[src/pfs_consts.svh]
`ifndef PFS_CONSTS_SVH
`define PFS_CONSTS_SVH

// register byte offsets on the bus, one aligned word each
`define PFS_OFF_PORT_A_SELECT_LOW  8'h00
`define PFS_OFF_PORT_A_SELECT_HIGH 8'h04
`define PFS_OFF_PORT_B_SELECT_LOW  8'h08
`define PFS_OFF_PORT_B_SELECT_HIGH 8'h0c
`define PFS_OFF_PORT_C_SELECT_LOW  8'h10
`define PFS_OFF_PORT_C_SELECT_HIGH 8'h14
`define PFS_ADDR_W                 8
`define PFS_NUM_SEL                6

// every selection register clears at reset
`define PFS_SEL_RESET              8'h00

// field codes, two bits per pin
`define PFS_CODE_GPIO              2'b00
`define PFS_CODE_ALT               2'b01
`define PFS_CODE_PERIPH            2'b10
`define PFS_CODE_ANALOG            2'b11

// field of pin bit b sits at bits 2*(b mod 4)+1 : 2*(b mod 4)
`define PFS_FIELD_W                2
`define PFS_PINS_PER_REG           4

// port indices inside the pad vectors
`define PFS_PORT_A                 0
`define PFS_PORT_B                 1
`define PFS_PORT_C                 2
`define PFS_NUM_PORTS              3

// analog channel and comparator input count
`define PFS_NUM_AN                 19
`define PFS_NUM_CMP_IN             4

// axi responses
`define PFS_RESP_OKAY              2'b00
`define PFS_RESP_SLVERR            2'b10

`endif

[src/pfs_pkg.sv]
package pfs_pkg;

  typedef logic [1:0] pfs_code_t;

  // peripheral side drive towards the pads
  typedef struct packed {
    logic spi_a_serial_clock;
    logic spi_a_serial_clock_oe;
    logic spi_a_data_out;
    logic spi_a_data_out_oe;
    logic spi_a_chip_select;
    logic spi_a_chip_select_oe;
    logic comparator0_output;
    logic comparator1_output;
    logic periodic_timer0_output;
    logic periodic_timer4_output;
    logic standard_timer_output;
    logic serial_chip_select;
    logic serial_chip_select_oe;
    logic serial_clock;
    logic serial_clock_oe;
    logic serial_data_in_scl;
    logic serial_data_in_scl_oe;
    logic serial_data_out_sda;
    logic serial_data_out_sda_oe;
    logic uart_transmit;
  } pfs_periph_out_t;

  // pad levels handed to the peripherals
  typedef struct packed {
    logic spi_a_serial_clock;
    logic spi_a_data_in;
    logic spi_a_chip_select;
    logic periodic_timer0_clock_in;
    logic periodic_timer0_capture_in;
    logic periodic_timer4_clock_in;
    logic periodic_timer4_capture_in;
    logic standard_timer_clock_in;
    logic standard_timer_capture_in;
    logic external_interrupt0;
    logic external_interrupt1;
    logic serial_chip_select;
    logic serial_clock;
    logic serial_data_in_scl;
    logic serial_data_out_sda;
    logic uart_receive;
  } pfs_periph_in_t;

endpackage : pfs_pkg

[src/pfs_pin_cell.sv]
`timescale 1ns/100ps
`include "pfs_consts.svh"

// one pad: peripheral or gpio drive, analog disconnects the digital path
module pfs_pin_cell
(
  input  wire logic aclk,
  input  wire logic aresetn,
  input  wire logic pin_sync,
  input  wire logic gpio_out,
  input  wire logic gpio_oe,
  input  wire logic periph_drive,
  input  wire logic periph_out,
  input  wire logic periph_oe,
  input  wire logic analog,
  output logic      pad_out,
  output logic      pad_oe,
  output logic      gpio_in
);
  import pfs_pkg::*;

  wire next_out = periph_drive ? periph_out : gpio_out;
  wire next_oe  = analog ? 1'b0 : (periph_drive ? periph_oe : gpio_oe);
  // analog pins read as zero so a floating level cannot toggle logic
  wire next_in  = analog ? 1'b0 : pin_sync;

  always_ff @(posedge aclk)
  begin
    if (!aresetn)
    begin
      pad_out <= 1'b0;
      pad_oe  <= 1'b0;
      gpio_in <= 1'b0;
    end
    else
    begin
      pad_out <= next_out;
      pad_oe  <= next_oe;
      gpio_in <= next_in;
    end
  end

endmodule : pfs_pin_cell

[src/pfs_pin_function_select.sv]
// Summary of operation
// - port A bit 3: gpio, spi A clock on 10, comparator 0 minus on 11
// - port A bit 2: gpio, spi A data in on 10, comparator 0 plus on 11
// - port A bit 1: gpio, spi A data out on 10, comparator 0 out on 11
// - port A bit 0 is always gpio plus periodic timer 0 clock
// - port A bit 7: gpio with interrupt 0, analog channel 7 on 11
// - port A bit 6: gpio with timer clock, comparator 1 minus on 11
// - port A bit 5: gpio/capture, timer 0 out on 10, comparator 1 plus
// - port A bit 4: capture, spi A select, timer out, comparator 1 out
// - port B bit 3: gpio, serial chip select on 10, analog 3 on 11
// - port B bit 2: gpio, serial clock on 10, analog 2 on 11
// - port B bit 1: gpio, serial data in or scl on 10, analog 1
// - port B bit 0: gpio, serial data out or sda on 10, analog 0
// - port B bit 7: gpio/capture 4, timer 4 out on 10, analog 18
// - port B bit 6: gpio with interrupt 1, analog channel 6 on 11
// - port B bit 5: gpio, analog channel 5 on 11
// - port B bit 4: gpio/capture, timer out on 10, analog 4 on 11
// - port C bits 3 and 2: gpio, analog 11 and 10 on 11
// - port C bit 1: gpio with timer 4 clock, analog 9 on 11
// - port C bit 0: gpio/capture 4, timer 4 out on 10, analog 8
// - port C bits 7 and 6: gpio, analog 15 and 14 on 11
// - port C bits 5 and 4: gpio, uart rx/tx on 10, analog 13/12
//
// The implementer's own choices: the AXI4-Lite register port and the placing of the registers.
`timescale 1ns/100ps
`include "pfs_consts.svh"

module pfs_pin_function_select
(
  input  wire logic                  aclk,
  input  wire logic                  aresetn,
  input  wire logic                  s_axi_awvalid,
  output logic                       s_axi_awready,
  input  wire logic [7:0]            s_axi_awaddr,
  input  wire logic [2:0]            s_axi_awprot,
  input  wire logic                  s_axi_wvalid,
  output logic                       s_axi_wready,
  input  wire logic [31:0]           s_axi_wdata,
  input  wire logic [3:0]            s_axi_wstrb,
  output logic                       s_axi_bvalid,
  input  wire logic                  s_axi_bready,
  output logic [1:0]                 s_axi_bresp,
  input  wire logic                  s_axi_arvalid,
  output logic                       s_axi_arready,
  input  wire logic [7:0]            s_axi_araddr,
  input  wire logic [2:0]            s_axi_arprot,
  output logic                       s_axi_rvalid,
  input  wire logic                  s_axi_rready,
  output logic [31:0]                s_axi_rdata,
  output logic [1:0]                 s_axi_rresp,
  input  wire logic [2:0][7:0]       pin_in,
  output logic      [2:0][7:0]       pad_out,
  output logic      [2:0][7:0]       pad_oe,
  input  wire logic [2:0][7:0]       gpio_out,
  input  wire logic [2:0][7:0]       gpio_oe,
  output logic      [2:0][7:0]       gpio_in,
  input  wire pfs_pkg::pfs_periph_out_t periph_out,
  output pfs_pkg::pfs_periph_in_t    periph_in,
  output logic [18:0]                analog_channel_en,
  output logic [3:0]                 comparator_in_en
);
  import pfs_pkg::*;

  // selection registers, index = port*2 + high half
  logic [7:0] sel_reg [`PFS_NUM_SEL];

  // ---- axi4-lite write path: address and data taken in either order
  logic        aw_held;
  logic        w_held;
  logic [7:0]  aw_addr;
  logic [7:0]  w_data;
  logic        w_strb0;

  function automatic logic [3:0] reg_index(input logic [7:0] addr);
    unique case (addr)
      `PFS_OFF_PORT_A_SELECT_LOW:  reg_index = 4'h0;
      `PFS_OFF_PORT_A_SELECT_HIGH: reg_index = 4'h1;
      `PFS_OFF_PORT_B_SELECT_LOW:  reg_index = 4'h2;
      `PFS_OFF_PORT_B_SELECT_HIGH: reg_index = 4'h3;
      `PFS_OFF_PORT_C_SELECT_LOW:  reg_index = 4'h4;
      `PFS_OFF_PORT_C_SELECT_HIGH: reg_index = 4'h5;
      default:                     reg_index = 4'hf;
    endcase
  endfunction : reg_index

  wire       do_write  = aw_held && w_held && !s_axi_bvalid;
  wire [3:0] wr_index  = reg_index(aw_addr);
  wire       wr_mapped = (wr_index != 4'hf);

  assign s_axi_awready = !aw_held && !s_axi_bvalid;
  assign s_axi_wready  = !w_held && !s_axi_bvalid;

  always_ff @(posedge aclk)
  begin
    if (!aresetn)
    begin
      aw_held <= 1'b0;
      aw_addr <= 8'h00;
    end
    else if (s_axi_awvalid && s_axi_awready)
    begin
      aw_held <= 1'b1;
      aw_addr <= s_axi_awaddr;
    end
    else if (do_write)
      aw_held <= 1'b0;
  end

  always_ff @(posedge aclk)
  begin
    if (!aresetn)
    begin
      w_held  <= 1'b0;
      w_data  <= 8'h00;
      w_strb0 <= 1'b0;
    end
    else if (s_axi_wvalid && s_axi_wready)
    begin
      w_held  <= 1'b1;
      w_data  <= s_axi_wdata[7:0];
      w_strb0 <= s_axi_wstrb[0];
    end
    else if (do_write)
      w_held <= 1'b0;
  end

  always_ff @(posedge aclk)
  begin
    if (!aresetn)
    begin
      s_axi_bvalid <= 1'b0;
      s_axi_bresp  <= `PFS_RESP_OKAY;
    end
    else if (do_write)
    begin
      s_axi_bvalid <= 1'b1;
      s_axi_bresp  <= wr_mapped ? `PFS_RESP_OKAY : `PFS_RESP_SLVERR;
    end
    else if (s_axi_bready)
      s_axi_bvalid <= 1'b0;
  end

  // only byte lane 0 holds register bits; other lanes are ignored
  always_ff @(posedge aclk)
  begin
    if (!aresetn)
    begin
      for (int r = 0; r < `PFS_NUM_SEL; r++)
        sel_reg[r] <= `PFS_SEL_RESET;
    end
    else if (do_write && wr_mapped && w_strb0)
      sel_reg[wr_index[2:0]] <= w_data;
  end

  // ---- axi4-lite read path
  wire [3:0] rd_index = reg_index(s_axi_araddr);
  wire       rd_ok    = (rd_index != 4'hf);
  wire [7:0] rd_byte  = rd_ok ? sel_reg[rd_index[2:0]] : 8'h00;

  assign s_axi_arready = !s_axi_rvalid;

  always_ff @(posedge aclk)
  begin
    if (!aresetn)
    begin
      s_axi_rvalid <= 1'b0;
      s_axi_rdata  <= 32'h0000_0000;
      s_axi_rresp  <= `PFS_RESP_OKAY;
    end
    else if (s_axi_arvalid && s_axi_arready)
    begin
      s_axi_rvalid <= 1'b1;
      s_axi_rdata  <= {24'h00_0000, rd_byte};
      s_axi_rresp  <= rd_ok ? `PFS_RESP_OKAY : `PFS_RESP_SLVERR;
    end
    else if (s_axi_rready)
      s_axi_rvalid <= 1'b0;
  end

  // ---- per-pin field codes
  pfs_code_t code [`PFS_NUM_PORTS][8];

  for (genvar p = 0; p < `PFS_NUM_PORTS; p++)
  begin : g_port
    for (genvar b = 0; b < 8; b++)
    begin : g_bit
      assign code[p][b] =
        sel_reg[p * 2 + b / `PFS_PINS_PER_REG]
               [(b % `PFS_PINS_PER_REG) * `PFS_FIELD_W +: `PFS_FIELD_W];
    end
  end

  // ---- pin synchroniser: pads are asynchronous to aclk
  logic [2:0][7:0] pin_meta;
  logic [2:0][7:0] pin_sync;

  always_ff @(posedge aclk)
  begin
    if (!aresetn)
    begin
      pin_meta <= '0;
      pin_sync <= '0;
    end
    else
    begin
      pin_meta <= pin_in;
      pin_sync <= pin_meta;
    end
  end

  // ---- output function table
  logic [2:0][7:0] drive;
  logic [2:0][7:0] per_o;
  logic [2:0][7:0] per_oe;
  logic [2:0][7:0] analog;
  logic [18:0]     next_an;
  logic [3:0]      next_cmp;

  wire pfs_periph_out_t po = periph_out;

  always_comb
  begin
    drive    = '0;
    per_o    = '0;
    per_oe   = '0;
    analog   = '0;
    next_an  = '0;
    next_cmp = '0;
    if (code[`PFS_PORT_A][3] == `PFS_CODE_PERIPH)
    begin
      drive[`PFS_PORT_A][3]  = 1'b1;
      per_o[`PFS_PORT_A][3]  = po.spi_a_serial_clock;
      per_oe[`PFS_PORT_A][3] = po.spi_a_serial_clock_oe;
    end
    if (code[`PFS_PORT_A][3] == `PFS_CODE_ANALOG)
    begin
      analog[`PFS_PORT_A][3] = 1'b1;
      next_cmp[0]            = 1'b1;
    end
    if (code[`PFS_PORT_A][2] == `PFS_CODE_ANALOG)
    begin
      analog[`PFS_PORT_A][2] = 1'b1;
      next_cmp[1]            = 1'b1;
    end
    if (code[`PFS_PORT_A][1] == `PFS_CODE_PERIPH)
    begin
      drive[`PFS_PORT_A][1]  = 1'b1;
      per_o[`PFS_PORT_A][1]  = po.spi_a_data_out;
      per_oe[`PFS_PORT_A][1] = po.spi_a_data_out_oe;
    end
    if (code[`PFS_PORT_A][1] == `PFS_CODE_ANALOG)
    begin
      drive[`PFS_PORT_A][1]  = 1'b1;
      per_o[`PFS_PORT_A][1]  = po.comparator0_output;
      per_oe[`PFS_PORT_A][1] = 1'b1;
    end
    if (code[`PFS_PORT_A][7] == `PFS_CODE_ANALOG)
    begin
      analog[`PFS_PORT_A][7] = 1'b1;
      next_an[7]             = 1'b1;
    end
    if (code[`PFS_PORT_A][6] == `PFS_CODE_ANALOG)
    begin
      analog[`PFS_PORT_A][6] = 1'b1;
      next_cmp[2]            = 1'b1;
    end
    if (code[`PFS_PORT_A][5] == `PFS_CODE_PERIPH)
    begin
      drive[`PFS_PORT_A][5]  = 1'b1;
      per_o[`PFS_PORT_A][5]  = po.periodic_timer0_output;
      per_oe[`PFS_PORT_A][5] = 1'b1;
    end
    if (code[`PFS_PORT_A][5] == `PFS_CODE_ANALOG)
    begin
      analog[`PFS_PORT_A][5] = 1'b1;
      next_cmp[3]            = 1'b1;
    end
    drive[`PFS_PORT_A][4] = (code[`PFS_PORT_A][4] != `PFS_CODE_GPIO);
    unique case (code[`PFS_PORT_A][4])
      `PFS_CODE_GPIO:
      begin
        per_o[`PFS_PORT_A][4]  = 1'b0;
        per_oe[`PFS_PORT_A][4] = 1'b0;
      end
      `PFS_CODE_ALT:
      begin
        per_o[`PFS_PORT_A][4]  = po.spi_a_chip_select;
        per_oe[`PFS_PORT_A][4] = po.spi_a_chip_select_oe;
      end
      `PFS_CODE_PERIPH:
      begin
        per_o[`PFS_PORT_A][4]  = po.standard_timer_output;
        per_oe[`PFS_PORT_A][4] = 1'b1;
      end
      `PFS_CODE_ANALOG:
      begin
        per_o[`PFS_PORT_A][4]  = po.comparator1_output;
        per_oe[`PFS_PORT_A][4] = 1'b1;
      end
    endcase
    // port B and C: code 11 is an analog channel on every bit here
    for (int b = 0; b < 8; b++)
    begin
      analog[`PFS_PORT_B][b] = (code[`PFS_PORT_B][b] == `PFS_CODE_ANALOG);
      analog[`PFS_PORT_C][b] = (code[`PFS_PORT_C][b] == `PFS_CODE_ANALOG);
    end
    next_an[6:0]   = {analog[`PFS_PORT_B][6:0]};
    next_an[15:8]  = analog[`PFS_PORT_C];
    next_an[18]    = analog[`PFS_PORT_B][7];
    next_an[7]     = analog[`PFS_PORT_A][7];
    if (code[`PFS_PORT_B][3] == `PFS_CODE_PERIPH)
    begin
      drive[`PFS_PORT_B][3]  = 1'b1;
      per_o[`PFS_PORT_B][3]  = po.serial_chip_select;
      per_oe[`PFS_PORT_B][3] = po.serial_chip_select_oe;
    end
    if (code[`PFS_PORT_B][2] == `PFS_CODE_PERIPH)
    begin
      drive[`PFS_PORT_B][2]  = 1'b1;
      per_o[`PFS_PORT_B][2]  = po.serial_clock;
      per_oe[`PFS_PORT_B][2] = po.serial_clock_oe;
    end
    if (code[`PFS_PORT_B][1] == `PFS_CODE_PERIPH)
    begin
      drive[`PFS_PORT_B][1]  = 1'b1;
      per_o[`PFS_PORT_B][1]  = po.serial_data_in_scl;
      per_oe[`PFS_PORT_B][1] = po.serial_data_in_scl_oe;
    end
    if (code[`PFS_PORT_B][0] == `PFS_CODE_PERIPH)
    begin
      drive[`PFS_PORT_B][0]  = 1'b1;
      per_o[`PFS_PORT_B][0]  = po.serial_data_out_sda;
      per_oe[`PFS_PORT_B][0] = po.serial_data_out_sda_oe;
    end
    if (code[`PFS_PORT_B][7] == `PFS_CODE_PERIPH)
    begin
      drive[`PFS_PORT_B][7]  = 1'b1;
      per_o[`PFS_PORT_B][7]  = po.periodic_timer4_output;
      per_oe[`PFS_PORT_B][7] = 1'b1;
    end
    if (code[`PFS_PORT_B][4] == `PFS_CODE_PERIPH)
    begin
      drive[`PFS_PORT_B][4]  = 1'b1;
      per_o[`PFS_PORT_B][4]  = po.standard_timer_output;
      per_oe[`PFS_PORT_B][4] = 1'b1;
    end
    if (code[`PFS_PORT_C][0] == `PFS_CODE_PERIPH)
    begin
      drive[`PFS_PORT_C][0]  = 1'b1;
      per_o[`PFS_PORT_C][0]  = po.periodic_timer4_output;
      per_oe[`PFS_PORT_C][0] = 1'b1;
    end
    if (code[`PFS_PORT_C][4] == `PFS_CODE_PERIPH)
    begin
      drive[`PFS_PORT_C][4]  = 1'b1;
      per_o[`PFS_PORT_C][4]  = po.uart_transmit;
      per_oe[`PFS_PORT_C][4] = 1'b1;
    end
  end

  // ---- pads: one cell per pin, registered towards the pad
  for (genvar p = 0; p < `PFS_NUM_PORTS; p++)
  begin : g_cell_port
    for (genvar b = 0; b < 8; b++)
    begin : g_cell
      pfs_pin_cell u_cell
      (
        .aclk         (aclk),
        .aresetn      (aresetn),
        .pin_sync     (pin_sync[p][b]),
        .gpio_out     (gpio_out[p][b]),
        .gpio_oe      (gpio_oe[p][b]),
        .periph_drive (drive[p][b]),
        .periph_out   (per_o[p][b]),
        .periph_oe    (per_oe[p][b]),
        .analog       (analog[p][b]),
        .pad_out      (pad_out[p][b]),
        .pad_oe       (pad_oe[p][b]),
        .gpio_in      (gpio_in[p][b])
      );
    end
  end

  // ---- input function gating; idle level 1 for selects and uart rx
  function automatic logic gate(input logic en, input logic lvl,
                                input logic idle);
    gate = en ? lvl : idle;
  endfunction : gate

  function automatic logic shared(input pfs_code_t c);
    shared = (c == `PFS_CODE_GPIO) || (c == `PFS_CODE_ALT);
  endfunction : shared

  pfs_periph_in_t next_pi;
  wire [2:0][7:0] s = pin_sync;

  assign next_pi.spi_a_serial_clock =
    gate(code[0][3] == `PFS_CODE_PERIPH, s[0][3], 1'b0);
  assign next_pi.spi_a_data_in =
    gate(code[0][2] == `PFS_CODE_PERIPH, s[0][2], 1'b0);
  assign next_pi.spi_a_chip_select =
    gate(code[0][4] == `PFS_CODE_ALT, s[0][4], 1'b1);
  assign next_pi.periodic_timer0_clock_in = s[0][0];
  assign next_pi.periodic_timer0_capture_in =
    gate(shared(code[0][5]), s[0][5], 1'b0);
  assign next_pi.external_interrupt0 =
    gate(code[0][7] != `PFS_CODE_ANALOG, s[0][7], 1'b0);
  assign next_pi.standard_timer_clock_in =
    gate(code[0][6] != `PFS_CODE_ANALOG, s[0][6], 1'b0);
  // two capture sources: port A bit 4 takes precedence over port B bit 4
  assign next_pi.standard_timer_capture_in =
    (code[0][4] == `PFS_CODE_GPIO) ? s[0][4] :
    gate(shared(code[1][4]), s[1][4], 1'b0);
  assign next_pi.serial_chip_select =
    gate(code[1][3] == `PFS_CODE_PERIPH, s[1][3], 1'b1);
  assign next_pi.serial_clock =
    gate(code[1][2] == `PFS_CODE_PERIPH, s[1][2], 1'b0);
  assign next_pi.serial_data_in_scl =
    gate(code[1][1] == `PFS_CODE_PERIPH, s[1][1], 1'b0);
  assign next_pi.serial_data_out_sda =
    gate(code[1][0] == `PFS_CODE_PERIPH, s[1][0], 1'b0);
  assign next_pi.external_interrupt1 =
    gate(code[1][6] != `PFS_CODE_ANALOG, s[1][6], 1'b0);
  // likewise port B bit 7 wins over port C bit 0 for timer 4 capture
  assign next_pi.periodic_timer4_capture_in =
    shared(code[1][7]) ? s[1][7] :
    gate(shared(code[2][0]), s[2][0], 1'b0);
  assign next_pi.periodic_timer4_clock_in =
    gate(code[2][1] != `PFS_CODE_ANALOG, s[2][1], 1'b0);
  assign next_pi.uart_receive =
    gate(code[2][5] == `PFS_CODE_PERIPH, s[2][5], 1'b1);

  always_ff @(posedge aclk)
  begin
    if (!aresetn)
    begin
      periph_in         <= '0;
      analog_channel_en <= '0;
      comparator_in_en  <= '0;
    end
    else
    begin
      periph_in         <= next_pi;
      analog_channel_en <= next_an;
      comparator_in_en  <= next_cmp;
    end
  end
endmodule : pfs_pin_function_select

[config.mk]
export PLATFORM = sky130hd
export DESIGN_NAME = pfs_pin_function_select
export DESIGN_NICKNAME = d
export VERILOG_FILES = /design/src/pfs_pkg.sv /design/src/pfs_pin_cell.sv /design/src/pfs_pin_function_select.sv
export VERILOG_INCLUDE_DIRS = /design/src /design/src/src
export SDC_FILE = /design/constraint.sdc
export NUM_CORES = 1
export LEC_CHECK = 0
export BUFFER_PORTS_ARGS = -buffer_cell sky130_fd_sc_hd__buf_2
export CORE_MARGIN = 5
export CORE_UTILIZATION = 53
export DETAILED_ROUTE_END_ITERATION = 12
export GPL_ROUTABILITY_DRIVEN = 0
export PLACE_DENSITY = 0.93
export SYNTH_ARGS = -nofsm -noshare
export SYNTH_HDL_FRONTEND = slang
export SYNTH_SLANG_ARGS = --single-unit
[constraint.sdc]
create_clock -name aclk -period 3.9 [get_ports aclk]
set_clock_uncertainty 0.1 [all_clocks]
set_input_delay 0.39 -clock aclk [delete_from_list [all_inputs] [get_ports aclk]]
set_output_delay 0.39 -clock aclk [all_outputs]
set_load 0.005 [all_outputs]
-- Yosys cells after proc, flatten, opt, wreduce, memory -nomap -nowiden
Memory sizes are Yosys's and may differ from the RTL's.
Cells that the tools add are included.
- register bits: 191
- bits in latches: 0
- memory bits (read-only): 0
- input port bits: 157
- memories kept: 1
- RAM bits: 48
- word-level logic and storage cells: 316
- output and inout bits: 152
- bitwise logic cells: 1
- muxes and demuxes: 88
- add/sub/neg operators: 0
- eq/ne operators: 58
- $mul: 0
- reduce and logical (&&, ||, !) cells: 62
- magnitude comparators: 0
- shift-type cells: 0
- div/mod/pow operators: 0
- memory list (memory ; depth ; bits a word ; read ports ; clocked after memory_dff ; wr ports ; RTL line ; RTL):
    sel_reg ; 6 ; 8 ; 7 ; 0 ; 6 ; pfs_pin_function_select.sv:65 ; logic [7:0] sel_reg [`PFS_NUM_SEL];
- operator list (cell ; number):
    1-bit two-way mux ; 79
    2-bit == test (second input constant) ; 37
    4-bit case mux with 6 select lines ; 2
    2-bit OR reduction ; 22
    8-bit by 4-bit == test with 1-bit output (second input constant) ; 4
    8-bit by 5-bit == test with 1-bit output (second input constant) ; 4
    2-bit AND reduction ; 10
    8-bit by 3-bit == test with 1-bit output (second input constant) ; 2
    8-bit logical NOT ; 2
    8-bit two-way mux ; 2
    2-bit by 1-bit == test with 1-bit output (second input constant) ; 5
    2-bit logical NOT ; 5
    2-bit nonzero test ; 5
    1-bit logical AND ; 9
    2-bit != test (second input constant) ; 4
    4-bit != test (second input constant) ; 2
    8-bit OR reduction ; 1
    1-bit logical NOT ; 4
    1-bit logical OR ; 4
    2-bit two-way mux ; 2
    1-bit case mux with 4 select lines ; 1
    3-bit two-way mux ; 1
    1-bit case mux with 3 select lines ; 1
    1-bit NOT ; 1

-- Longest topological paths before layout
Gate-level depths: netlist of run 1.
- depth after elaboration: 10
- gate-level depth with buffers: 7
- mapped depth without buffers: 4

-- Modules after synthesis
From an unflattened synthesis of run 1, not the netlist that was laid out.
- cell total of the unflattened synthesis: 790
- area total of the unflattened synthesis: 9092.5 sq um
- by module, submodules not included (module ; cells each ; times used ; area each (sq um) ; sequential area each (sq um)):
    pfs_pin_function_select ; 598 ; 1 ; 6510.0 ; 3763.6
    pfs_pin_cell ; 8 ; 24 ; 107.6 ; 60.1

-- Least setup slack after synthesis of run 1
No wires, ideal clock.
- path kind: reg2reg
- start: register aw_addr[1]
- end: memory sel_reg[0][0], enable pin
- path buffers: 0
- data required time: 3.402 ns
- arrival time: 2.004 ns
- clock period less this slack: 2.502 ns
- path slack: 1.398 ns
- cell stages (with the launch flop): 5
- cell sequence: dfxtp_1 or4_4 nor2_1 nand3_1 o41ai_1
- RTL lines (element ; RTL line ; RTL):
    from (decl) ; pfs_pin_function_select.sv:70 ; logic [7:0] aw_addr;
    from (signal assigned) ; pfs_pin_function_select.sv:103 ; aw_addr <= s_axi_awaddr;
    to (decl) ; pfs_pin_function_select.sv:65 ;

==> results of run 1 <==
## cells in the mapped netlist, drive strengths merged, types with 19 or more instances
master	n	share of area (%)
nor2	19	0.81
edfxtp	48	16
a21boi	35	3.0
clkbuf	25	1.1
mux2i	19	2.2
nand2b	28	2.0
dfxtp	183	42
nand2	67	2.9
buf	113	9.5
and2	109	7.8
and3	51	3.6
a21oi	23	1.3
## routing by layer
layer | global-route usage [%] | share of wire, % | vias to the layer above
li1 | - | - | 2926
met1 | 24.4 | 38 | 2842
met2 | 36.2 | 51 | 245
met3 | 3.87 | 7.0 | 51
met4 | 7.07 | 3.3 | 0
met5 | 0 | 0 | -
## path summary, 6_finish.rpt
| path | startpoint | endpoint | slack [ns] |
|---|---|---|---|
| hold reg to reg | pin_sync[20] | g_cell_port[2].g_cell[4].u_cell.gpio_in | 0.33 |
| hold / removal | pin_in[0] | pin_meta[0] | 0.02 |
| setup / recovery | aw_addr[1] | sel_reg[2][7] | 0.99 |
| setup reg to reg | aw_addr[1] | sel_reg[2][7] | 0.99 |
## cell type report
class                      instances  share of cell area (%)
clock inverter                     9                   0.676
multi-input combinational        450                    26.7
clock buffer                      34                    6.53
inverter                           5                   0.178
sequential                       231                    48.4
timing repair buffer             281                    14.9
antenna                            2                  0.0474
tap                              220                    2.61
## repair_timing
item / in CTS / in global routing
hold buffers: 31 / 0
endpoints found under the hold margin: 31 / 0
resized for setup: 0 / 0
## cells in the final DEF, fill, tap and decap left out, types with 5 or more instances in the layout
cell           synthesis  routed
nand3b_1              10      10
a21boi_0              35      35
and3_1                51      51
inv_1                  5       5
nor2b_1               11      11
nor2_1                19      19
conb_1                 1      28
dfxtp_1              183     183
dlygate4sd3_1          0      31
a21oi_1               23      23
nand2b_1              28      28
mux2i_1               19      19
clkbuf_16              0      25
mux4_2                 7       7
clkbuf_1              25       6
o21ai_0                7       7
buf_2                  5     246
edfxtp_1              48      48
and2_1               109     109
nand2_1               67      67
a22o_1                 6       6
## cells by family after synthesis
kind of cell	count (synthesis)	synth area share [%]
flops	231	58.3
mux	28	4.23
buf+inv	143	10.8
compound gates	81	6.23
other cells	1	0.0428
simple gates	313	20.4
## power by group
part | switching, mW | internal (mW) | total, mW
registers | 0.0647 | 2.54 | 2.60
logic | 0.166 | 0.179 | 0.345
clock network | 0.872 | 1.29 | 2.16
==> results.sh, run 1 <==
export IMPL_status="finished clean"
export IMPL_grt_max_degree=114
export IMPL_core_area_sq_mm=0.0164
export IMPL_wire_per_inst_um=16.6
export IMPL_dpl_cell_count=1156
export IMPL_setup_viol=0
export IMPL_cp_depth=4
export IMPL_critical_path_max_fanout=11
export IMPL_fillCellCount=1204
export IMPL_fmax_mhz=344
export IMPL_synth_seq_area_share_pct=58.3
export IMPL_fin_crit_sh_pct=74.5
export IMPL_drc=0
export IMPL_synthToLayoutAreaGrowth_pct=20.6
export IMPL_hold_depth=2
export IMPL_cts_buffers_inserted=24
export IMPL_crit_required_ns=3.96
export IMPL_synth_cells=797
export IMPL_tightest_slew_ns=1.12
export IMPL_cts_max_path_buffers=3
export IMPL_grt_pass1_vias=5958
export IMPL_rsz0062_at_grt="false"
export IMPL_register_area_sq_mm=0.00510
export IMPL_cts_setup_buffers=0
export IMPL_finalNetCount=1150
export IMPL_crit_buf_inv=0
export IMPL_num_rows=47
export IMPL_worst_path_max_delay_cell="nor4_2"
export IMPL_ioPinCount=309
export IMPL_async_reset_ff_share_pct=0
export IMPL_root_buffer="clkbuf_16"
export IMPL_arrival_ns=2.96
export IMPL_avgSynthCellArea_sq_um=11.0
export IMPL_h_tree_depth=1
export IMPL_p_leak_nw=4.96
export IMPL_stdcell_area_sq_mm=0.0106
export IMPL_vias_per_cell=4.92
export IMPL_dp_slack_ns=1.05
export IMPL_die_area_sq_mm=0.0192
export IMPL_drt_pass1_iter_count=5
export IMPL_die_h_um=139
export IMPL_crit_family="simple AND/OR/NAND/NOR gates"
export IMPL_antenna_found_initial=1
export IMPL_clk_pin_slew_worst_paths_ns=0.06
export IMPL_slowest_delay_ns=0.76
export IMPL_worstSetupEndpointType="flip-flop"
export IMPL_min_period_ns=2.91
export IMPL_drt_iter0_markers=273
export IMPL_relSlewSlack_pct=24.7
export IMPL_crit_chain="or4_4 -> nor4_2 -> and4b_1 -> nand2b_1"
export IMPL_wirelength_um=20400
export IMPL_startpoint_type="flip-flop"
export IMPL_worst_slack_ns=0.993
export IMPL_synth_area_sq_mm=0.00875
export IMPL_grt_first_pass_wirelength_um=31600
export IMPL_fin_util_pct=64.3
export IMPL_hold_class="in2reg"
export IMPL_synth_main_ff_cell="dfxtp_1"
export IMPL_io_buffers=247
export IMPL_synth_seq_cells=231
export IMPL_cts_tree="done"
export IMPL_drive_above_1_share_pct=29.5
export IMPL_vias=6064
export IMPL_clk_latency_ns=0.50
export IMPL_maxCapViolations=0
export IMPL_start_util_pct=53.4
export IMPL_multi_input_area_sq_mm=0.00282
export IMPL_power_density_mw_per_mm2=484
export IMPL_synth_edf_count=48
export IMPL_largest_reg_flops=48
export IMPL_post_dp_cell_area_sq_mm=0.00947
export IMPL_drtAntennaViolNets=0
export IMPL_final_cells=1232
export IMPL_peakVddDrop_mv=0.327
export IMPL_grt_usage_pct=20.2
export IMPL_ys_warn_count=0
export IMPL_die_x_um=139
export IMPL_reg2reg_depth=4
export IMPL_dp_hpwl_um=14700
export IMPL_fin_tns_setup_ns=0
export IMPL_synthDistinctLibCells=43
export IMPL_grt_overflow_total=0
export IMPL_slew_viol_final=0
export IMPL_hold_slack_ns=0.0234
export IMPL_total_power_mw=5.11
export IMPL_path_class="reg2reg"
export IMPL_hold_viol_final=0
export IMPL_cts_sinks=231
(Power assumes the default switching activity.)
==> inputs of run 2 (changes only) <==
--- a/config.mk
+++ b/config.mk
@@ -8,10 +8,10 @@
 export LEC_CHECK = 0
 export BUFFER_PORTS_ARGS = -buffer_cell sky130_fd_sc_hd__buf_2
 export CORE_MARGIN = 5
-export CORE_UTILIZATION = 53
+export CORE_UTILIZATION = 49
 export DETAILED_ROUTE_END_ITERATION = 12
 export GPL_ROUTABILITY_DRIVEN = 0
-export PLACE_DENSITY = 0.93
+export PLACE_DENSITY = 0.88
 export SYNTH_ARGS = -nofsm -noshare
 export SYNTH_HDL_FRONTEND = slang
 export SYNTH_SLANG_ARGS = --single-unit
==> constraint.sdc (replaced) <==
create_clock -name aclk -period 3 [get_ports aclk]
set_clock_uncertainty 0.1 [all_clocks]
set_input_delay 0.3 -clock aclk [delete_from_list [all_inputs] [get_ports aclk]]
set_output_delay 0.3 -clock aclk [all_outputs]
set_load 0.005 [all_outputs]
==> results.sh, run 2 (synthesis gave the netlist of run 1 again) <==
export IMPL_rsz0062_at_grt="false"
export IMPL_core_area_sq_mm=0.0174
export IMPL_dp_slack_ns=0.594
export IMPL_drtAntennaViolNets=0
export IMPL_ioPinCount=309
export IMPL_drive_above_1_share_pct=28.0
export IMPL_slew_viol_final=0
export IMPL_power_frac_clock_pct=42.7
export IMPL_min_period_ns=2.43
export IMPL_die_x_um=144
export IMPL_io_buffers=247
export IMPL_dp_hpwl_um=14900
export IMPL_maxCapViolations=0
export IMPL_antenna_found_initial=0
export IMPL_root_buffer="clkbuf_16"
export IMPL_worstSetupEndpointType="flip-flop"
export IMPL_drt_pass1_iter_count=8
export IMPL_finalNetCount=1226
export IMPL_fmax_mhz=411
export IMPL_clk_pin_slew_worst_paths_ns=0.05
export IMPL_hold_viol_final=0
export IMPL_path_class="reg2reg"
export IMPL_critical_path_max_fanout=11
export IMPL_cts_tree="done"
export IMPL_p_switching_mw=1.49
export IMPL_worst_slack_ns=0.565
export IMPL_p_comb_share_pct=7.9
export IMPL_h_tree_depth=1
export IMPL_seqPwrFrac_pct=49.4
export IMPL_fin_tns_setup_ns=0
export IMPL_status="finished clean"
export IMPL_final_common_cell="buf_2"
export IMPL_cts_max_path_buffers=3
export IMPL_grt_max_degree=180
export IMPL_tightest_slew_ns=0.683
export IMPL_clk_latency_ns=0.51
export IMPL_cts_resized=0
export IMPL_crit_required_ns=3.06
export IMPL_power_density_mw_per_mm2=603
export IMPL_arrival_ns=2.50
export IMPL_vias_per_cell=4.96
export IMPL_largest_reg_flops=48
export IMPL_grt_usage_pct=21.2
export IMPL_grt_first_pass_wirelength_um=34300
export IMPL_total_power_mw=6.85
export IMPL_drc=0
export IMPL_grt_overflow_total=0
export IMPL_wire_per_inst_um=17.5
export IMPL_vias=6496
export IMPL_cts_buffers_inserted=24
export IMPL_start_util_pct=50.3
export IMPL_grt_pass1_vias=6555
export IMPL_drt_iter0_markers=313
export IMPL_die_h_um=144
export IMPL_wirelength_um=22900
export IMPL_internal_power_mw=5.35
export IMPL_setup_viol=0
export IMPL_ctsHoldBuffers=103
export IMPL_num_rows=48
export IMPL_cts_sinks=231
export IMPL_synthToLayoutAreaGrowth_pct=29.7
export IMPL_cts_setup_buffers=0
export IMPL_layout_common_cells="buf_2 (246), dfxtp_1 (183), and2_1 (109)"
export IMPL_fin_crit_sh_pct=81.2
export IMPL_peakVddDrop_mv=0.439
export IMPL_relSlewSlack_pct=54.1
export IMPL_die_area_sq_mm=0.0206
export IMPL_p_leak_nw=5.32
export IMPL_power_share_switching_pct=21.8
export IMPL_startpoint_type="flip-flop"
export IMPL_hold_class="in2reg"
[run 2: path summary, 6_finish.rpt]
path,endpoint,cells past startpoint,start,slack [ns]
setup / recovery,sel_reg[3][1],5,aw_addr[1],0.57
hold / removal,g_cell_port[0].g_cell[5].u_cell.pad_oe,3,gpio_oe[5],0.03
setup reg to reg,sel_reg[3][1],5,aw_addr[1],0.57
hold reg to reg,pin_sync[2],1,pin_meta[2],0.32
[run 2: per-stage QoR]
stage	hold WS, ns	instance area [sq um]	std cells	utilization [%]
floorplan	0.307	8850	824	-
global placement	0.311	9520	1165	54.7
detailed placement	0.317	9520	1165	54.7
CTS	0.00679	11400	1309	65.2
global route	0.0216	11400	1309	65.2
finish	0.0260	11400	1310	65.2
[run 2: worst max-delay path, stage by stage (launching register included)]
cell      delay (ns)
dfxtp_1         0.33
or4_4           0.55
nor4_2          0.26
buf_4           0.21
and4_1          0.32
nand2b_1        0.34
[run 2: cell type report]
type                       instances  area (sq um)
antenna                            1          2.50
clock buffer                      33           717
clock inverter                     8          83.8
fill                            1218          6060
inverter                           5          18.8
multi-input combinational        450          2810
sequential                       231          5100
tap                              225           282
timing repair buffer             357          2330
[run 2: layer usage]
layer / track usage (%) / routed length [um] / up-vias
met2: 38.9 / 11900 / 306
met5: 0 / 0 / -
met1: 24.6 / 8570 / 3054
met4: 8.13 / 803 / 0
met3: 3.69 / 1680 / 60
li1: - / - / 3076
[run 2: power by group through the flow]
| stage | combinational (mW) | sequential, mW | clock [mW] |
|---|---|---|---|
| 2_1_floorplan | 0.310 | 3.41 | 0 |
| 3_3_place_gp | 0.404 | 3.44 | 0 |
| 3_5_place_dp | 0.415 | 3.45 | 0 |
| 4_1_cts | 0.526 | 3.38 | 2.99 |
| 5_1_grt | 0.591 | 3.40 | 3.11 |
| 6_report | 0.537 | 3.38 | 2.93 |
